File: config.mk
export PLATFORM = sky130hd
export DESIGN_NAME = lock_route_ctrl
export DESIGN_NICKNAME = d
export VERILOG_FILES = /design/src/rtl/lock_route_pkg.sv /design/src/rtl/id_route_check.sv /design/src/rtl/lock_route_ctrl.sv
export SDC_FILE = /design/constraint.sdc
export NUM_CORES = 1
export LEC_CHECK = 0
export BUFFER_PORTS_ARGS = -buffer_cell sky130_fd_sc_hd__buf_2
export CORE_MARGIN = 2
export CORE_UTILIZATION = 43
export DETAILED_ROUTE_END_ITERATION = 10
export PLACE_DENSITY = 0.77
export SYNTH_ARGS = -nofsm -noshare
export SYNTH_HDL_FRONTEND = slang
export SYNTH_SLANG_ARGS = --single-unit
File: constraint.sdc
create_clock -name clk_sys -period 2.9 [get_ports clk_sys]
set_clock_uncertainty 0.05 [all_clocks]
set_input_delay 0 -clock clk_sys [delete_from_list [all_inputs] [get_ports clk_sys]]
set_output_delay 0 -clock clk_sys [all_outputs]
set_load 0.01 [all_outputs]
File: src/rtl/lock_route_pkg.sv
// Types and constants shared by the lock and identifier-route checker.
// Assumes one partition with one upstream port and a core clock.
package lock_route_pkg;

  localparam int PORT_W = 4;
  localparam int DEF_NPORTS = 16;
  localparam logic [PORT_W-1:0] DEF_UP_PORT = 4'h0;
  localparam logic [PORT_W-1:0] LOCK_PORT_RESET = 4'h0;

  typedef enum logic [3:0] {
    K_CPL = 4'h0,
    K_CPL_LK = 4'h1,
    K_CPLD_LK = 4'h2,
    K_MSG_ID = 4'h3,
    K_MSG_T1 = 4'h4,
    K_MSG_T1_VD = 4'h5,
    K_MRDLK = 4'h6,
    K_MWR = 4'h7,
    K_UNLOCK = 4'h8,
    K_OTHER_P = 4'h9,
    K_OTHER_NP = 4'hA
  } tlp_kind_t;

  typedef enum logic [1:0] {
    V_FWD = 2'h0,
    V_DROP = 2'h1,
    V_UNEXP = 2'h2,
    V_UR = 2'h3
  } verdict_t;

  typedef enum logic [2:0] {
    LK_IDLE = 3'b001,
    LK_DSP = 3'b010,
    LK_BUS = 3'b100
  } lock_state_t;

  // Header facts already resolved by the ingress decoder
  typedef struct packed {
    tlp_kind_t kind;
    logic [PORT_W-1:0] src_port;
    logic [PORT_W-1:0] dst_port;
    logic route_ok;
    logic terminates_internal;
    logic dev_exists;
    logic targets_switch;
    logic is_vc0;
    logic inserted;
  } tlp_desc_t;

  typedef struct packed {
    verdict_t verdict;
    logic [PORT_W-1:0] egress;
    tlp_kind_t kind;
  } decision_t;

  localparam lock_state_t LOCK_RESET = LK_IDLE;

endpackage : lock_route_pkg

File: src/rtl/id_route_check.sv
// Stateless verdict for completions and identifier-routed messages.
// Assumes the descriptor is stable while valid; purely combinational.
`timescale 1ns/10ps
`default_nettype none
module id_route_check (
  input wire lock_route_pkg::tlp_desc_t desc,
  input wire logic [lock_route_pkg::DEF_NPORTS-1:0] acs_uf_en,
  input wire logic [lock_route_pkg::PORT_W-1:0] up_port,
  output lock_route_pkg::verdict_t verdict,
  output logic [lock_route_pkg::PORT_W-1:0] egress
);
  import lock_route_pkg::*;

  logic loopback;
  logic uf_on;

  assign loopback = (desc.dst_port == desc.src_port);
  assign uf_on = acs_uf_en[desc.src_port];

  always_comb begin
    verdict = V_FWD;
    egress = desc.dst_port;
    case (desc.kind)
      K_CPL, K_CPL_LK, K_CPLD_LK: begin
        if (desc.terminates_internal) begin
          verdict = V_UNEXP;
        end else if (!desc.route_ok) begin
          verdict = V_DROP;
        end else if (loopback) begin
          if (uf_on) begin
            egress = up_port;
          end else begin
            verdict = V_DROP;
          end
        end
      end
      K_MSG_ID: begin
        if (!desc.route_ok || !desc.dev_exists) begin
          verdict = V_UR;
        end else if (loopback) begin
          if (uf_on) begin
            egress = up_port;
          end else begin
            verdict = V_UR;
          end
        end
      end
      K_MSG_T1: begin
        // Type 1 at switch port errors
        if (desc.targets_switch || desc.src_port == up_port) begin
          verdict = V_UR;
        end
      end
      K_MSG_T1_VD: verdict = V_DROP;
      default: verdict = V_FWD;
    endcase
  end

endmodule : id_route_check
`default_nettype wire

File: src/rtl/lock_route_ctrl.sv
// Partition lock controller with identifier-route verdicts.
// Operation
// - Loopback completion: drop, or upstream if forwarding
// - Drop completions lacking a valid route
// - Internally terminating completions are unexpected
// - Loopback ID message errors unless forwarding
// - Unroutable or missing-device ID messages error
// - Type 1 message at switch port errors
// - Vendor Type 1 messages discarded silently
// - One lock, upstream to one downstream
// - Locked-read locks target downstream port
// - Blocking affects only VC0 traffic
// - Posted traffic drains before locked read
// - Locked completion with data locks the upstream port
// - Posted upstream traffic drains before completion
// - Both locked means partition bus-locked
// - No config access while bus-locked; not blocked here, the controller only outputs bus_locked
// - Later locked reads keep lock state
// - Upstream memory writes pass, lock unchanged
// - Locked ports still insert own messages
// - Unlock frees partition, forwarded downstream
// - Posted drains first; unlocked ports ignore unlock
// - Blocked traffic held, never dropped
// - Request routing errors become unsupported requests
// Assumes the ingress side holds a descriptor until it is taken and
// reports, per egress port, whether posted requests are still queued.
`timescale 1ns/10ps
`default_nettype none
module lock_route_ctrl #(
  parameter int NPORTS = lock_route_pkg::DEF_NPORTS,
  parameter logic [lock_route_pkg::PORT_W-1:0] UP_PORT =
    lock_route_pkg::DEF_UP_PORT
) (
  input wire logic clk_sys,
  input wire logic rst,
  input wire logic in_valid,
  output logic in_ready,
  input wire lock_route_pkg::tlp_desc_t in_desc,
  input wire logic [lock_route_pkg::DEF_NPORTS-1:0] acs_uf_en,
  input wire logic [lock_route_pkg::DEF_NPORTS-1:0] posted_to_port,
  input wire logic [lock_route_pkg::DEF_NPORTS-1:0] posted_dsp_to_up,
  input wire logic posted_from_up,
  output logic dec_valid,
  output lock_route_pkg::decision_t dec,
  output logic bus_locked,
  output logic dsp_locked,
  output logic up_locked,
  output logic [lock_route_pkg::PORT_W-1:0] locked_port
);
  import lock_route_pkg::*;

  typedef struct packed {
    lock_state_t st;
    logic [PORT_W-1:0] lock_port;
    logic dec_valid;
    decision_t dec;
  } ctrl_state_t;

  ctrl_state_t s;
  ctrl_state_t next_s;

  verdict_t rc_verdict;
  logic [PORT_W-1:0] rc_egress;
  verdict_t verdict;
  logic blocked;
  logic order_wait;
  logic in_fire;
  logic from_up;

  // True when egress is locked against this source
  function automatic logic lock_blocks(input ctrl_state_t cs,
                                       input logic [PORT_W-1:0] egr,
                                       input logic [PORT_W-1:0] src);
    logic r;
    r = 1'b0;
    if (cs.st != LK_IDLE && egr == cs.lock_port && src != UP_PORT) begin
      r = 1'b1;
    end
    if (cs.st == LK_BUS && egr == UP_PORT && src != cs.lock_port) begin
      r = 1'b1;
    end
    return r;
  endfunction : lock_blocks

  id_route_check u_check (
    .desc(in_desc),
    .acs_uf_en(acs_uf_en),
    .up_port(UP_PORT),
    .verdict(rc_verdict),
    .egress(rc_egress)
  );

  assign from_up = (in_desc.src_port == UP_PORT);

  // Lock sequencing can override the route verdict
  always_comb begin
    verdict = rc_verdict;
    case (in_desc.kind)
      K_MRDLK: begin
        if (!from_up || rc_egress == UP_PORT ||
            (s.st != LK_IDLE && rc_egress != s.lock_port)) begin
          verdict = V_UR;
        end
      end
      K_UNLOCK: begin
        if (!from_up || s.st == LK_IDLE) begin
          verdict = V_DROP;
        end
      end
      default: verdict = rc_verdict;
    endcase
  end

  assign blocked = in_desc.is_vc0 && !in_desc.inserted &&
                   lock_blocks(s, rc_egress, in_desc.src_port);

  always_comb begin
    order_wait = 1'b0;
    if (in_desc.kind == K_MRDLK && s.st == LK_IDLE) begin
      order_wait = posted_to_port[rc_egress];
    end
    if (in_desc.kind == K_CPLD_LK && s.st == LK_DSP &&
        in_desc.src_port == s.lock_port) begin
      order_wait = posted_dsp_to_up[s.lock_port];
    end
    if (in_desc.kind == K_UNLOCK && from_up && s.st != LK_IDLE) begin
      order_wait = posted_from_up;
    end
  end

  assign in_ready = (verdict != V_FWD) || !(blocked || order_wait);
  assign in_fire = in_valid && in_ready;

  always_comb begin
    next_s = s;
    next_s.dec_valid = in_fire;
    if (in_fire) begin
      next_s.dec.verdict = verdict;
      next_s.dec.egress = rc_egress;
      next_s.dec.kind = in_desc.kind;
      if (in_desc.kind == K_UNLOCK && verdict == V_FWD) begin
        next_s.dec.egress = s.lock_port;
      end
    end
    case (s.st)
      LK_IDLE: begin
        if (in_fire && in_desc.kind == K_MRDLK && verdict == V_FWD) begin
          next_s.st = LK_DSP;
          next_s.lock_port = rc_egress;
        end
      end
      LK_DSP: begin
        if (in_fire && in_desc.kind == K_CPLD_LK &&
            in_desc.src_port == s.lock_port && verdict == V_FWD) begin
          next_s.st = LK_BUS;
        end
        if (in_fire && in_desc.kind == K_UNLOCK && verdict == V_FWD) begin
          next_s.st = LK_IDLE;
        end
      end
      LK_BUS: begin
        if (in_fire && in_desc.kind == K_UNLOCK && verdict == V_FWD) begin
          next_s.st = LK_IDLE;
        end
      end
      default: next_s.st = LOCK_RESET;
    endcase
  end

  always_ff @(posedge clk_sys) begin
    if (rst) begin
      s.st <= LOCK_RESET;
      s.lock_port <= LOCK_PORT_RESET;
      s.dec_valid <= 1'b0;
      s.dec <= '0;
    end else begin
      s <= next_s;
    end
  end

  assign dec_valid = s.dec_valid;
  assign dec = s.dec;
  // Status lets sideband gate config access
  assign bus_locked = (s.st == LK_BUS);
  assign dsp_locked = (s.st != LK_IDLE);
  assign up_locked = (s.st == LK_BUS);
  assign locked_port = s.lock_port;

  logic is_cpl;
  assign is_cpl = (in_desc.kind == K_CPL) || (in_desc.kind == K_CPL_LK) ||
                  (in_desc.kind == K_CPLD_LK);
endmodule : lock_route_ctrl
`default_nettype wire

After elaboration in Yosys (flattened, before gate mapping):

Index checks and enable logic that the tools add are counted.

* bits in registers: 18
* bits of input ports: 70
* output and inout bits: 19
* logic and storage cells: 105

* order comparisons: 3
* eq/ne operators: 19
* muxes and demuxes: 35
* reduce and logical (&&, ||, !) cells: 42

Operators by type and width (number)
* 2-to-1 mux 4 bit: 6
* logical AND 1 bit: 21
* 2-to-1 mux 2 bit: 9
* less-than comparator 4 x 5 -> 1 bit (second input constant): 3
* binary-select mux 1 bit (select 4 bit): 3
* equality test 4 x 3 -> 1 bit (second input constant): 3
* equality test 4 bit: 3
* zero test 4 bit: 3
* 2-to-1 mux 1 bit: 9
* 2-to-1 mux 3 bit: 3
* one-hot mux 3 bit (3 select lines): 1
* equality test 4 x 2 -> 1 bit (second input constant): 2
* inequality test 4 bit: 2
* one-hot mux 2 bit (4 select lines): 1
* one-hot mux 4 bit (2 select lines): 1
* logical OR 1 bit: 7
* 2-to-1 mux 7 bit: 1
* inequality test 3 x 1 -> 1 bit (second input constant): 2
* zero test 1 bit: 5
* equality test 4 x 1 -> 1 bit (second input constant): 1
* equality test 4 bit (second input constant): 1
* inequality test 2 x 1 -> 1 bit (second input constant): 2
* one-hot mux 2 bit (2 select lines): 1
* nonzero test 4 bit: 1
* other kinds (8): 8

Longest topological paths before layout:

* word-level depth: 23
* gate-level depth with buffers: 11

By module:

Synthesis repeated with hierarchy kept, for this count alone.

* cell total of the unflattened synthesis: 223
* area total of the unflattened synthesis: 1936.9 sq um

By module, submodules not included
* lock_route_ctrl: times used 1, cells each 170, area an instance 1508.9 sq um, sequential area each 360.3 sq um
* id_route_check: times used 1, cells each 53, area an instance 427.9 sq um, sequential area each 0.0 sq um

Worst setup path after synthesis:

No wires, ideal clock.

* path type: register to register
* start point: register s, in the netlist locked_port[0]
* end point: register s[16] (netlist bit)
* data arrival time: 2.767 ns
* data required time: 2.764 ns
* setup slack: -0.003 ns
* stages on the path, launching flop included: 11
* path through: dfxtp_1 buf_4 mux4_2 mux4_2 a32oi_1 o21ai_1 a211oi_4 and4_1 buf_2 a31oi_1 a221oi_2

* longest elaborated chain between the ends: 15

Ends and longest elaborated chain
* start: declaration: RTL line lock_route_ctrl.sv:59 `ctrl_state_t s;`
* start signal: assignment: RTL line lock_route_ctrl.sv:177 `s <= next_s;`
* parallel branches: the longest is 15 deep, another holds binary-select mux 1 bit (select 4 bit)

Several ways; the timed one is not identified. The select of a mux whose other input is x is not followed.
A chain may end at the register's enable or synchronous reset.

Worst setup path after layout:

* start point: register s, in the netlist locked_port[0]
* end point: register s, in the netlist locked_port[0]

* longest elaborated chain between the ends: 13

Ends and longest elaborated chain
* parallel branches: the longest is 11 deep, another holds binary-select mux 1 bit (select 4 bit)
* logical AND 1 bit (*): RTL line lock_route_ctrl.sv:147 `if (in_fire && in_desc.kind == K_MRDLK && verdict == V_FWD) begin`
* AND reduction 2 bit (no line) (*)

Every way passes the cells marked *. The select of a mux whose other input is x is not followed.

==> impl.org <==
** Status
- The run finished with clean final reports.

** STA
- At the pin with the least slew margin, the transition time is 0.686 ns.
- Measured against its own limit, the worst slew margin works out to 53.6%.
- Final worst slack :: 0.171 ns
- The final hold violation count came to 0.
- The smallest clock period supported by the final layout is computed as 2.73 ns.
- Period utilization :: 94.1%
- Total count of max-transition violations in the final report :: 0
- Peak Freq :: 366 MHz
- Setup repair after global routing could not meet its margin everywhere.
- Final setup violation count :: 0
- Setup tns final :: 0 ns

** Power and ir drop
- Summed over all cells, the static leakage comes to 0.00103 uW.
- The internal power of the cells totals 460 uW.
- Of the total power, registers draw 39.7%.
- Clock share of power :: 26.3%
- Cell Pwr Density :: 276 nW/um2
- Net switching component of the power :: 199 uW
- Of the total power, combinational logic draws 34.0%.
- Switching part of the total power :: 30.2%
- Largest voltage drop on the vdd net :: 140 uV

** Floorplanning
- The die is 71.5 um wide.
- Number of rows in the core area :: 24
- 89 I/O pins were placed.
- Total core area :: 4380 um2
- From bottom edge to top edge, the die measures 71.5 um.
- Once the floorplan was initialized, standard cells occupied 44.7% of the core.
- The die covers 5110 um2.

** Drt
- Routed wire length :: 5000 um
- Antenna Violating Nets Remaining :: 0
- Post-detailed-route wirelength per cell :: 14.2 um
- Using the TritonRoute via totals, the vias-per-cell ratio works out to 5.75.
- First-pass DRT Iterations :: 4
- In this run, the number of DRC markers left after iteration 0 of detailed routing was 114.
- In the routed design, unresolved DRC markers number 0.
- The routed layout has 2,031 vias.

** Critical path
- Startpoint type of the worst setup path :: flip-flop
- For this run, the slowest stage of the critical path takes 0.51 ns.
- Startpoint of the most critical register-to-register path :: locked_port[0]$_SDFFE_PP0P_
- For the worst setup path, the data required time is 2.98 ns.
- Critical path type :: flip-flop to flip-flop
- For the worst setup path, the data arrival time is 2.81 ns.
- The number of buffers and inverters on the critical path is 0.
- STA classifies the critical path endpoint as a flip-flop.
- The worst register-to-register path ends at locked_port[0]$_SDFFE_PP0P_.
- Worst path most repeated cell :: mux4_2
- Among all stages on the critical path, the largest delay is contributed by mux4_2.
- Critical-path maximum fanout :: 6
- The number of cells on the worst reg-to-reg path is 8.
- The kind of cell with the highest combined delay along the critical path is multiplexers.
- For flop-to-flop paths, the worst setup slack is 0.17 ns.
- The critical path goes through mux4_2, mux4_2, a32oi_1, o21ai_1, a211oi_4, and4_4, mux2i_1, nor2_1.

** Yosys
- The synthesized netlist contains 54 unique library cells.
- Counting flops with a built-in enable in the synthesized netlist gives 0.
- For this run, asynchronously set or reset flops after synthesis account for 0%.
- Summing the sequential cell areas from Yosys gives 18.4% of the chip area.
- A synthesized cell averages 8.34 um2.
- The most used flip-flop cell after synthesis is dfxtp_1.
- In this run the cell area of the synthesized design comes to 1960 um2.
- In this run, synthesis produced a sequential element count of 18.
- Yosys printed 0 warnings.
- Count of mapped cells out of synthesis :: 235
- Syn_nets :: 305

** Global route
- Global-route wire length before repair :: 8570 um
- Entering global routing, the biggest net connects 20 pins.
- All-Layer GR Usage :: 20.4%
- The initial antenna violation count is 0.
- Via count of the first global-routing pass :: 1,984
- Final global-route overflow total :: 0

** Worst hold path
- The path with the worst hold slack has its endpoint at dec[3]$_SDFFE_PP0N_.
- Min-Delay Path Class :: primary input to flip-flop
- Cell depth of the worst hold path :: 3
- The startpoint identified for the worst hold timing path is in_desc[17].

** Clock network
- CTS built an H-tree with a depth of 1.
- The clock reaches the later pin of the worst-skew pair after 0.25 ns.
- Buffers added to address setup during post-CTS repair amount to 0.
- Number of sinks handled by clock tree synthesis :: 18
- Clock-pin slew was measured on the worst setup and hold paths at 0.07 ns.
- Clock root buffer master :: clkbuf_8
- CTS tree :: yes
- In this run, CTS created clock tree buffers numbering 3.
- The clock passes through at most 2 buffers.

** Flow run
- Maximum capacitance violations :: 0

** Layout
- Final net count :: 373
- Most common library cell in the layout ignoring fill and taps :: buf_2
- Commonest cells after routing, fill and taps aside :: 88 x buf_2, 23 x nor2_1, 20 x nand2_1
- Area growth from synthesis to final layout :: 21.8%
- The repair_antennas step left the layout with diodes totalling 0.
- Layout cell share with drive strength beyond 1 :: 41.9%
- With fillers left out, the area of the finished cells amounts to 2390 um2.

** Placement
- After detailed placement, the total cell area comes to 2330 um2.
- OpenSTA, run right after detailed placement, puts the worst setup slack at -0.0228 ns.
- In this run the tool buffered the top-level ports with 88 buffer cells.
- The congestion estimate from routability-driven global placement came to 0.887.
- Detailed placement ended at an HPWL of 4110 um.
[what timing repair did]
action | in CTS | in global routing
endpoints found under the setup margin | 5 | 9
pin swaps | 0 | 5
hold buffers | 0 | 0
resized for setup | 1 | 5
endpoints found under the hold margin | 0 | 0
[kinds of logic after synthesis]
kind of cell,count (synthesis),share of synthesized area (%)
AO/OA/AOI/OAI,52,20.5
multiplexers,30,23.4
buffers and inverters,39,11.0
AND/OR/NAND/NOR,88,23.1
flip-flops,18,18.4
XOR/XNOR,8,3.58
[routing by layer]
metal	vias to the layer above	routed length [um]	global-route usage [%]
met3	10	371	3.80
met4	0	87	6.50
li1	997	-	-
met1	932	2130	27.0
met5	-	0	0
met2	92	2410	33.5
[synth_stat cells, types with 3 or more instances]
cell	instances	area (um2)
nor2_1	23	86.3
nand2_1	20	75.1
dfxtp_1	18	360
buf_4	16	120
clkbuf_1	13	48.8
mux2i_1	12	120
mux4_2	12	270
a31oi_1	10	62.6
a21oi_1	8	40.0
nand3_1	8	40.0
xnor2_1	8	70.1
nor2b_1	7	43.8
inv_1	6	22.5
mux2_2	6	67.6
nor3_1	6	30.0
o211ai_1	5	37.5
o21ai_0	5	25.0
nand2b_1	4	25.0
nor4_1	3	18.8
[power by group through the flow]
stage	Sequential (uW)	Combinational, uW	Clock [uW]
after CTS	263	223	176
after global routing	263	248	188
after global placement	268	218	0
after floorplan	268	153	0
after detailed placement	268	223	0
final	262	224	173
[cell type report]
| cell class | instances | area [um2] |
|---|---|---|
| timing repair buffer | 95 | 497 |
| fill | 418 | 2000 |
| clock buffer | 3 | 41.3 |
| sequential | 18 | 364 |
| inverter | 7 | 26.3 |
| multi-input combinational | 178 | 1390 |
| tap | 52 | 65.1 |
[stage by stage]
step | instances | utilization (%) | total power, uW | hold WS [ns]
3_5_place_dp | 350 | 53.1 | 491 | 0.269
4_1_cts | 353 | 54.1 | 662 | 0.00410
2_1_floorplan | 235 | - | 420 | 0.0162
6_report | 353 | 54.4 | 659 | 0.00432
3_3_place_gp | 350 | 53.1 | 486 | 0.260
5_1_grt | 353 | 54.4 | 699 | 0.0238
[worst max path at each step]
stage | end | startpoint | slack, ns | cells past startpoint
3_3_place_gp | locked_port[0]$_SDFFE_PP0P_ | locked_port[0]$_SDFFE_PP0P_ | 0.1 | 8
2_1_floorplan | s[16]$_SDFFE_PP0P_ | locked_port[0]$_SDFFE_PP0P_ | 0.004 | 9
4_1_cts | locked_port[0]$_SDFFE_PP0P_ | locked_port[0]$_SDFFE_PP0P_ | 0.04 | 8
6_report | locked_port[0]$_SDFFE_PP0P_ | locked_port[0]$_SDFFE_PP0P_ | 0.17 | 8
3_5_place_dp | locked_port[0]$_SDFFE_PP0P_ | locked_port[0]$_SDFFE_PP0P_ | -0.02 | 8
5_1_grt | s[16]$_SDFFE_PP0P_ | locked_port[0]$_SDFFE_PP0P_ | -0.02 | 8
[sequential cells by signal (all words and copies together), names as in the netlist]
name,cells
dec,10
dec_valid,1
locked_port,4
s,3
[worst reg2reg max path, cell delays in order, from the launching register on]
cell and delay [ns]:
dfxtp_4 0.40, mux4_2 0.51, mux4_2 0.52, a32oi_1 0.19, o21ai_1 0.12, a211oi_4 0.23
and4_4 0.34, mux2i_1 0.20, nor2_1 0.06
Power figures use the tool's default switching activity.
